**src/include/sss_cfg.svh**
```systemverilog
// Constants for the step/scan sequencer
`ifndef SSS_CFG_SVH
`define SSS_CFG_SVH
`define SSS_CLK_HZ        40000000
`define SSS_MS_CYCLES     (`SSS_CLK_HZ / 1000)
`define SSS_MAX_RDG       11'h0400
`define SSS_CNT_W         11
`define SSS_CH_W          4
`define SSS_MS_W          32
`define SSS_REF_CH        4'h1
`endif

```
**src/include/sss_pkg.sv**
```systemverilog
// Types for the step/scan sequencer
package sss_pkg;
    typedef enum logic [2:0] {
        SSS_IDLE,
        SSS_WAIT_TIMER,
        SSS_DELAY,
        SSS_CLOSE,
        SSS_MEASURE,
        SSS_NEXT
    } sss_state_t;
endpackage : sss_pkg

```
**src/hdl/sss_sequencer.sv**
```systemverilog
// Step/scan sequencer: channel closures, reading storage and output triggers
`timescale 1ns/1ps
`default_nettype none
`include "sss_cfg.svh"
module sss_sequencer
    import sss_pkg::*;
(
    input  wire logic                  ref_clk_i,
    input  wire logic                  rst_n_i,
    input  wire logic                  step_start_i,
    input  wire logic                  scan_start_i,
    input  wire logic                  halt_i,
    input  wire logic                  external_mode_i,
    input  wire logic [`SSS_CH_W-1:0]  first_ch_i,
    input  wire logic [`SSS_CH_W-1:0]  last_ch_i,
    input  wire logic [`SSS_CNT_W-1:0] reading_count_setting_i,
    input  wire logic                  timer_en_i,
    input  wire logic [`SSS_MS_W-1:0]  timer_ms_i,
    input  wire logic [`SSS_MS_W-1:0]  delay_ms_i,
    input  wire logic                  outside_trigger_source_i,
    input  wire logic                  reading_done_i,
    output logic                       busy_o,
    output logic                       scan_mode_o,
    output logic [`SSS_CH_W-1:0]       closed_ch_o,
    output logic                       relay_close_o,
    output logic                       measure_req_o,
    output logic                       store_we_o,
    output logic [`SSS_CNT_W-1:0]      store_addr_o,
    output logic                       out_trig_o,
    output logic                       ref_junction_o,
    output logic [`SSS_CNT_W-1:0]      sample_count_o,
    output logic [`SSS_CNT_W-1:0]      trigger_count_o
);
    sss_state_t               state_reg, state_next;
    logic                     scan_reg, scan_next;
    logic                     ext_reg, ext_next;
    logic                     tmr_en_reg, tmr_en_next;
    logic [`SSS_CH_W-1:0]     first_reg, first_next;
    logic [`SSS_CH_W-1:0]     last_reg, last_next;
    logic [`SSS_CH_W-1:0]     ch_reg, ch_next;
    logic [`SSS_CNT_W-1:0]    reading_count_setting_reg, reading_count_setting_next;
    logic [`SSS_CNT_W-1:0]    stored_reg, stored_next;
    logic [`SSS_CNT_W-1:0]    done_reg, done_next;
    logic [`SSS_MS_W-1:0]     tmr_ms_reg, tmr_ms_next;
    logic [`SSS_MS_W-1:0]     dly_ms_reg, dly_ms_next;
    logic [`SSS_MS_W-1:0]     tmr_cnt_reg, tmr_cnt_next;
    logic [`SSS_MS_W-1:0]     dly_cnt_reg, dly_cnt_next;
    logic [31:0]              tick_reg, tick_next;
    logic                     first_pass_reg, first_pass_next;
    logic                     relay_reg, relay_next;
    logic                     meas_reg, meas_next;
    logic                     we_reg, we_next;
    logic [`SSS_CNT_W-1:0]    addr_reg, addr_next;
    logic                     trig_reg, trig_next;
    logic                     refj_reg, refj_next;
    logic [`SSS_CNT_W-1:0]    samp_reg, samp_next;
    logic [`SSS_CNT_W-1:0]    tcnt_reg, tcnt_next;
    logic [`SSS_CNT_W-1:0]    list_len;
    logic [`SSS_CNT_W-1:0]    cfg_len;
    logic [`SSS_CNT_W-1:0]    cfg_rdg;
    logic [`SSS_CNT_W-1:0]    cfg_ceil;
    logic                     ms_tick;
    logic                     last_in_pass;
    logic                     all_done;

    assign ms_tick      = (tick_reg == 32'(`SSS_MS_CYCLES - 1));
    assign list_len     = `SSS_CNT_W'(last_reg - first_reg) + `SSS_CNT_W'(1);
    assign cfg_len      = (last_ch_i >= first_ch_i)
                        ? `SSS_CNT_W'(last_ch_i - first_ch_i) + `SSS_CNT_W'(1)
                        : `SSS_CNT_W'(1);
    // Clamp to the documented maximum; zero is taken as one reading
    assign cfg_rdg      = (reading_count_setting_i > `SSS_MAX_RDG) ? `SSS_MAX_RDG
                        : (reading_count_setting_i == '0) ? `SSS_CNT_W'(1)
                        : reading_count_setting_i;
    assign cfg_ceil     = `SSS_CNT_W'((cfg_rdg + cfg_len - `SSS_CNT_W'(1)) / cfg_len);
    assign last_in_pass = (ch_reg == last_reg);
    assign all_done     = (done_reg >= reading_count_setting_reg);

    always_comb begin
        state_next      = state_reg;
        scan_next       = scan_reg;
        ext_next        = ext_reg;
        tmr_en_next     = tmr_en_reg;
        first_next      = first_reg;
        last_next       = last_reg;
        ch_next         = ch_reg;
        reading_count_setting_next    = reading_count_setting_reg;
        stored_next     = stored_reg;
        done_next       = done_reg;
        tmr_ms_next     = tmr_ms_reg;
        dly_ms_next     = dly_ms_reg;
        first_pass_next = first_pass_reg;
        relay_next      = relay_reg;
        meas_next       = 1'b0;
        we_next         = 1'b0;
        addr_next       = addr_reg;
        trig_next       = 1'b0;
        refj_next       = refj_reg;
        samp_next       = samp_reg;
        tcnt_next       = tcnt_reg;
        tick_next       = ms_tick ? 32'h0000_0000 : tick_reg + 32'h0000_0001;
        // Interval timer runs freely during an operation, restarted at each closure
        tmr_cnt_next    = (ms_tick && tmr_cnt_reg != '0) ? tmr_cnt_reg - 1'b1 : tmr_cnt_reg;
        dly_cnt_next    = (ms_tick && dly_cnt_reg != '0) ? dly_cnt_reg - 1'b1 : dly_cnt_reg;
        case (state_reg)
            SSS_IDLE: begin
                relay_next = 1'b0;
                refj_next  = 1'b0;
                if (step_start_i || scan_start_i) begin
                    // Settings are latched only here
                    scan_next       = scan_start_i && !step_start_i;
                    ext_next        = external_mode_i;
                    first_next      = first_ch_i;
                    last_next       = (last_ch_i >= first_ch_i) ? last_ch_i : first_ch_i;
                    reading_count_setting_next    = cfg_rdg;
                    tmr_en_next     = timer_en_i;
                    tmr_ms_next     = timer_ms_i;
                    dly_ms_next     = delay_ms_i;
                    ch_next         = first_ch_i;
                    stored_next     = '0;
                    done_next       = '0;
                    addr_next       = '0;
                    first_pass_next = 1'b1;
                    tmr_cnt_next    = '0;
                    samp_next       = scan_next ? cfg_len : `SSS_CNT_W'(1);
                    tcnt_next       = scan_next ? cfg_ceil : cfg_rdg;
                    state_next      = SSS_DELAY;
                    dly_cnt_next    = delay_ms_i;
                end
            end
            SSS_DELAY: begin
                if (dly_cnt_reg == '0) begin
                    state_next = SSS_WAIT_TIMER;
                end
            end
            SSS_WAIT_TIMER: begin
                // Timer was armed when the previous closure began after its delay,
                // so a long delay already covers the interval
                if (!tmr_en_reg || first_pass_reg || tmr_cnt_reg == '0) begin
                    first_pass_next = 1'b0;
                    tmr_cnt_next    = tmr_ms_reg;
                    state_next      = SSS_CLOSE;
                end
            end
            SSS_CLOSE: begin
                relay_next = !ext_reg;
                refj_next  = (ch_reg == `SSS_REF_CH);
                meas_next  = !ext_reg;
                state_next = SSS_MEASURE;
            end
            SSS_MEASURE: begin
                if ((ext_reg && outside_trigger_source_i) || (!ext_reg && reading_done_i)) begin
                    if (stored_reg < reading_count_setting_reg) begin
                        we_next     = 1'b1;
                        addr_next   = stored_reg;
                        stored_next = stored_reg + 1'b1;
                    end
                    done_next  = done_reg + 1'b1;
                    state_next = SSS_NEXT;
                end
            end
            SSS_NEXT: begin
                if (!scan_reg) begin
                    trig_next = 1'b1;
                end else if (last_in_pass) begin
                    trig_next = 1'b1;
                end
                ch_next = last_in_pass ? first_reg : ch_reg + 1'b1;
                if (!scan_reg) begin
                    // Step: each closure is its own paced event
                    state_next = all_done ? SSS_IDLE : SSS_DELAY;
                end else if (last_in_pass) begin
                    state_next = all_done ? SSS_IDLE : SSS_DELAY;
                end else begin
                    // Scan: channels inside a pass are not timer paced
                    state_next = SSS_DELAY;
                    first_pass_next = 1'b1;
                end
                if (!scan_reg || last_in_pass) begin
                    first_pass_next = 1'b0;
                end
                dly_cnt_next = dly_ms_reg;
                relay_next   = 1'b0;
                // Reference flag belongs to the closure that just finished
                refj_next    = 1'b0;
            end
            default: state_next = SSS_IDLE;
        endcase
        if (halt_i) begin
            state_next = SSS_IDLE;
            relay_next = 1'b0;
            refj_next  = 1'b0;
            trig_next  = 1'b0;
            meas_next  = 1'b0;
            we_next    = 1'b0;
        end
    end

    always_ff @(posedge ref_clk_i) begin
        if (!rst_n_i) begin
            state_reg      <= SSS_IDLE;
            scan_reg       <= 1'b0;
            ext_reg        <= 1'b0;
            tmr_en_reg     <= 1'b0;
            first_reg      <= '0;
            last_reg       <= '0;
            ch_reg         <= '0;
            reading_count_setting_reg    <= '0;
            stored_reg     <= '0;
            done_reg       <= '0;
            tmr_ms_reg     <= '0;
            dly_ms_reg     <= '0;
            tmr_cnt_reg    <= '0;
            dly_cnt_reg    <= '0;
            tick_reg       <= '0;
            first_pass_reg <= 1'b0;
            relay_reg      <= 1'b0;
            meas_reg       <= 1'b0;
            we_reg         <= 1'b0;
            addr_reg       <= '0;
            trig_reg       <= 1'b0;
            refj_reg       <= 1'b0;
            samp_reg       <= '0;
            tcnt_reg       <= '0;
        end else begin
            state_reg      <= state_next;
            scan_reg       <= scan_next;
            ext_reg        <= ext_next;
            tmr_en_reg     <= tmr_en_next;
            first_reg      <= first_next;
            last_reg       <= last_next;
            ch_reg         <= ch_next;
            reading_count_setting_reg    <= reading_count_setting_next;
            stored_reg     <= stored_next;
            done_reg       <= done_next;
            tmr_ms_reg     <= tmr_ms_next;
            dly_ms_reg     <= dly_ms_next;
            tmr_cnt_reg    <= tmr_cnt_next;
            dly_cnt_reg    <= dly_cnt_next;
            tick_reg       <= tick_next;
            first_pass_reg <= first_pass_next;
            relay_reg      <= relay_next;
            meas_reg       <= meas_next;
            we_reg         <= we_next;
            addr_reg       <= addr_next;
            trig_reg       <= trig_next;
            refj_reg       <= refj_next;
            samp_reg       <= samp_next;
            tcnt_reg       <= tcnt_next;
        end
    end

    // Step or scan in progress; list_len feeds only this busy term and is never zero
    logic busy_reg;
    always_ff @(posedge ref_clk_i) begin
        if (!rst_n_i) begin
            busy_reg <= 1'b0;
        end else begin
            busy_reg <= (state_next != SSS_IDLE) && (list_len != '0);
        end
    end

    assign busy_o          = busy_reg;
    assign scan_mode_o     = scan_reg;
    assign closed_ch_o     = ch_reg;
    assign relay_close_o   = relay_reg;
    assign measure_req_o   = meas_reg;
    assign store_we_o      = we_reg;
    assign store_addr_o    = addr_reg;
    assign out_trig_o      = trig_reg;
    assign ref_junction_o  = refj_reg;
    assign sample_count_o  = samp_reg;
    assign trigger_count_o = tcnt_reg;
endmodule : sss_sequencer
`default_nettype wire

```
**config.mk**
```make
export PLATFORM = sky130hd
export DESIGN_NAME = sss_sequencer
export DESIGN_NICKNAME = d
export VERILOG_FILES = /design/src/include/sss_pkg.sv /design/src/hdl/sss_sequencer.sv
export VERILOG_INCLUDE_DIRS = /design/src /design/src/include
export SDC_FILE = /design/constraint.sdc
export NUM_CORES = 1
export LEC_CHECK = 0
export BUFFER_PORTS_ARGS = -buffer_cell sky130_fd_sc_hd__buf_4
export CELL_PAD_IN_SITES_DETAIL_PLACEMENT = 1
export CELL_PAD_IN_SITES_GLOBAL_PLACEMENT = 1
export CORE_UTILIZATION = 41
export DETAILED_ROUTE_END_ITERATION = 7
export PLACE_DENSITY_LB_ADDON = 0.1
export SYNTH_ARGS = -nofsm -noshare
export SYNTH_HDL_FRONTEND = slang
export SYNTH_SLANG_ARGS = --single-unit
```
**constraint.sdc**
```tcl
create_clock -name ref_clk_i -period 21.4 [get_ports ref_clk_i]
set_input_delay 2.14 -clock ref_clk_i [delete_from_list [all_inputs] [get_ports ref_clk_i]]
set_output_delay 2.14 -clock ref_clk_i [all_outputs]
set_load 0.03 [all_outputs]
```
After elaboration in Yosys (flattened, before gate mapping)
Cells that the tools add are included.

Flip-flop bits (word level): 251. Output and inout port bits: 44. Logic and storage cells: 144.

$add $sub $neg: 12. Divide/modulo/power cells: 1. Order comparisons: 4. Equal/unequal tests: 14. Mux-type cells: 45. Bitwise operators: 5. Reduce and logical (&&, ||, !) cells: 38.

Operator list (number): $mux 32 (5); $pmux 32 s2 (2); $mux 11 (11); $pmux 11 s2 (3); $logic_not 32->1 (2); $reduce_bool 32->1 (2); $sub 32x1->32 const B (2); $add 32x1->32 const B (1); $eq 32x16->1 const B (1); $add 11x1->11 const B (2); $pmux 3 s6 (1); $mux 3 (5); $add 5x2->6 const B (2); $mux 4 (3); $add 11x11->11 (1); $div 11x11->11 (1); $ge 11x11->1 (1); $gt 11x11->1 const B (1); $logic_not 11->1 (1); $lt 11x11->1 (1); $reduce_bool 11->1 (1); $sub 11x1->11 const B (1); $sub 4x4->5 (2); $mux 1 (8); 27 further kinds (59).

Depth between registers and ports, before layout
Depth in word-level cells: 8. Mapped depth: 102.

Worst setup path before layout
Ideal clock, no wire load.

Kind: input-to-reg. Start point: in first_ch_i[2]. End point: reg tcnt_reg[0], in the netlist trigger_count_o[0]. Setup time: 115 ps. Arrival: 21015 ps. Required time: 21285 ps. Setup slack: 270 ps. Stages: 95. Path buffers: 9. Cell sequence: inv_1 -> ha_1 -> buf_4 -> and3b_1 -> o21ai_4 -> a21boi_2 -> inv_2 -> clkbuf_1 -> ha_1 -> inv_1 -> ha_1 -> a21oi_1 -> o21ai_1 -> o311a_1 -> or4_1 -> and2_1 -> ha_1 -> a22oi_2 -> (+59 left out) -> o21ai_0 -> a21boi_0 -> o21ai_0 -> a31oi_1 -> o21ai_0 -> nand2b_1 -> clkbuf_1 -> buf_1 -> nor2_1 -> a21oi_1 -> ha_1 -> a21boi_0 -> o21a_1 -> o21ai_0 -> nand2b_1 -> a21oi_1 -> nor4_1 -> o21a_1.

Cells in the longest elaborated chain, start to end: 7.

Ends and longest elaborated chain: start: declaration (line sss_sequencer.sv:14) `` input wire logic [`SSS_CH_W-1:0] first_ch_i, ``; $sub 4x4->5 (line sss_sequencer.sv:69) `` ? `SSS_CNT_W'(last_ch_i - first_ch_i) + `SSS_CNT_W'(1) ``; $add 5x2->6 (no line); $mux 11 (*) (line sss_sequencer.sv:68) `assign cfg_len = (last_ch_i >= first_ch_i)`; $add 11x11->11 (line sss_sequencer.sv:75) `` assign cfg_ceil = `SSS_CNT_W'((cfg_rdg + cfg_len - `SSS_CNT_W'(1)) / cfg_len); ``; $sub 11x1->11 (line sss_sequencer.sv:75); $div 11x11->11 (*) (line sss_sequencer.sv:75); $mux 11 (*) (line sss_sequencer.sv:126) `tcnt_next = scan_next ? cfg_ceil : cfg_rdg;`; end signal: assignment (line sss_sequencer.sv:249) `tcnt_reg <= tcnt_next;`; end: declaration (line sss_sequencer.sv:57) `` logic [`SSS_CNT_W-1:0] tcnt_reg, tcnt_next; ``.

Mark *: on every way between the ends. The rest lies on a longest branch, timed or not. A chain may end at the register's enable or synchronous reset.

Worst setup path in the final report
Start point: in last_ch_i[0]. End point: reg tcnt_reg[0], in the netlist trigger_count_o[0].

Cells in the longest elaborated chain, start to end: 7.

Ends and longest elaborated chain: start: declaration (line sss_sequencer.sv:15) `` input wire logic [`SSS_CH_W-1:0] last_ch_i, ``; $sub 4x4->5 (line sss_sequencer.sv:69); $add 5x2->6 (no line); $mux 11 (*) (line sss_sequencer.sv:68); $add 11x11->11 (line sss_sequencer.sv:75); $sub 11x1->11 (line sss_sequencer.sv:75); $div 11x11->11 (*) (line sss_sequencer.sv:75); $mux 11 (*) (line sss_sequencer.sv:126).

Marks and branches as above.

==> run_results.csv <==
group,metric,value,unit
worst_setup_path,crit_required,21.85,ns
finish,drive_above_1_share,16.6,%
finish,fillers,4507,
die,num_rows,70,
worst_setup_path,cp-end-kind,"flop",
routing,wl_per_cell,18.4,µm
sta,relSlewSlack,29.8,%
global_route,antenna_found_initial,0,
global_route,grtUsageTotal,24.8,%
worst_setup_path,crit_fanout,8,
synthesis,netlist_area,0.0155,mm²
clock_network,htree_levels,1,
die,die_x,196,µm
synthesis,ys_ff_latch,246,
worst_setup_path,slowest_stage,"or4_1",
synthesis,synth.top_cell.area_share,31.9,%
min_path,min_from,"dly_ms_reg[10]",
finish,nets,2318,
sta,clock_skew,0.0162,ns
global_route,grt_util_met3,3.03,%
routing,drtAntennaViolNets,0,
worst_setup_path,max_stage_delay,0.56,ns
routing,first_iter_violations,537,
die,core_area,0.0369,mm²
routing,drc,0,
sta,min_period_over_period,94.9,%
finish,fin_util,49.9,%
global_route,grtUsageMet2,43.6,%
finish,area_growth,19.0,%
clock_network,clkLatencyLatePin,0.56,ns
worst_setup_path,r2r_start,"tmr_cnt_reg[2]",
synthesis,synth.most_common_cell,"nand2_1",
outcome,status,"completed",
die,initial_utilization,41.9,%
place,place.gp.congestion,0.913,
sta,finalHoldViolCount,0,
worst_setup_path,path_common_cell,"ha_1",
synthesis,ys_seq_area_share,31.9,%
clock_network,ctsHoldBuffers,0,
min_path,hp-class,"reg2reg",
synthesis,yosysTopAreaCell,"dfxtp_1",
die,io_pins,136,
clock_network,clock-sinks,246,
run,cap_violations,0,
clock_network,clockBufferDepth,3,
routing,vias_per_cell,5.56,
place,port_buffers,135,
finish,diodes,0,
synthesis,synth.distinct_cells,95,
global_route,busiest_layer,"met2",
clock_network,root_buffer,"clkbuf_16",
worst_setup_path,cp.arrival,20.76,ns
synthesis,yosysWarnings,0,
clock_network,numCtsBuffers,29,
routing,drtPass1Iterations,5,
place,dpl.hpwl,35800,µm
worst_setup_path,worstSetupPathType,"in2reg",
routing,vias,14500,
global_route,grt_pass1_vias,14900,
die,die_h,196,µm
worst_setup_path,worstReg2RegEnd,"tmr_cnt_reg[21]",
clock_network,cts_tree,"done",
worst_setup_path,reg2reg_depth,8,
synthesis,synthTopCellsByCount,"nand2_1 (263), dfxtp_1 (246), nor2_1 (190)",
min_path,hold_end,"dly_ms_reg[10]",
min_path,holdPathStages,2,
die,dieArea,0.0385,mm²
worst_setup_path,ff2ff_setup_slack,17.77,ns
synthesis,synth_edf_count,0,
sta,report.final.slew_viol_count,0,
synthesis,synthesis.nets,2146,
global_route,grt_first_pass_wirelength,77600,µm
global_route,grt_max_degree,100,
global_route,use_met1,31.9,%
synthesis,synth_area_per_cell,8.06,µm²
synthesis,ys_top_cells_by_area,"dfxtp_1 (32%), ha_1 (11%), nand2_1 (6.4%)",
sta,finalSetupViolCount,0,
synthesis,async_reset_ff_share,0,%
routing,routed_wl,48200,µm
clock_network,clk_pin_slew_worst_paths,0.06,ns
synthesis,synthFlopType,"dfxtp_1",
sta,worst_slew_pin_slew,1.05,ns
worst_setup_path,worstSetupStartpointType,"input port",
sta,max_clock_freq,49.2,MHz
global_route,globalRouteOverflowTotal,0,
synthesis,syn_inst,1918,
sta,min_period,20.31,ns
[worst max-delay path, delay by kind of cell]
kind	cells	cell delay, ns
multiplexers	4	1.10
AO/OA/AOI/OAI	44	8.15
AND/OR/NAND/NOR	21	4.25
adder cells (fa/ha/maj)	15	4.58
buffers and inverters	6	0.51
[area by class of cell]
class	count	area [µm²]	area share (%)
Sequential cell	246	4920	26.8
Tap cell	504	631	3.43
Clock inverter	8	48.8	0.265
Timing Repair Buffer	226	1700	9.22
Clock buffer	43	848	4.61
Multi-Input combinational cell	1507	9940	54.0
Inverter	80	303	1.65
[what timing repair did]
| action | 4_1_cts | 5_1_grt |
|---|---|---|
| endpoints found under the setup margin | 0 | 2 |
| gates resized for setup | 0 | 33 |
| buffers inserted | 0 | 3 |
[per-layer routing]
metal,up-vias,routed length [µm]
met5,-,0
met4,0,1150
met3,67,1520
met2,221,23200
met1,7104,22400
li1,7144,-
[stage by stage]
step | cell area, µm² | hold WS [ns] | worst slack (ns) | std cells | TNS [ns]
2_1_floorplan | 15500 | 0.425 | 0.270 | 1918 | 0
4_1_cts | 18300 | 0.456 | 0.508 | 2610 | 0
3_5_place_dp | 17400 | 0.448 | -0.0286 | 2559 | -0.0286
3_3_place_gp | 17400 | 0.441 | 0.780 | 2559 | 0
6_report | 18400 | 0.453 | 1.09 | 2614 | 0
5_1_grt | 18400 | 0.476 | -0.110 | 2614 | -0.110
[cell families (layout without fill, tap and decap cells)]
logic type	Yosys count	count (layout)	share of synthesized area (%)
fa+ha+maj	136	136	11.2
compound gates	485	485	20.7
flops	246	246	31.9
xor+xnor	146	146	8.39
simple gates	720	721	21.9
mux	19	19	1.34
buf+inv	166	357	4.63
[cell usage in the layout, fill, tap and decap left out, drive strengths merged, types with 25 or more instances in the layout]
master / instances
o21a: 25
xor2: 73
o21ai: 80
dfxtp: 246
or3: 25
xnor2: 73
inv: 81
o22ai: 29
nand3: 41
nor2: 192
ha: 133
a22oi: 46
nand2: 265
nor3: 52
nor4: 28
buf: 226
a21oi: 162
clkbuf: 43
a21o: 32
[worst max path at each step]
stage                       start                 end  depth (start not counted)
floorplan           first_ch_i[2]  trigger_count_o[0]                         95
global placement     last_ch_i[0]  trigger_count_o[0]                         87
detailed placement   last_ch_i[0]  trigger_count_o[0]                         90
CTS                  last_ch_i[0]  trigger_count_o[0]                         90
global route        first_ch_i[3]  trigger_count_o[0]                         89
finish               last_ch_i[0]  trigger_count_o[0]                         90
Power is left out: the tool's default activity adds up to more than one toggle a clock period on the data nets, which glitch-free logic cannot reach.
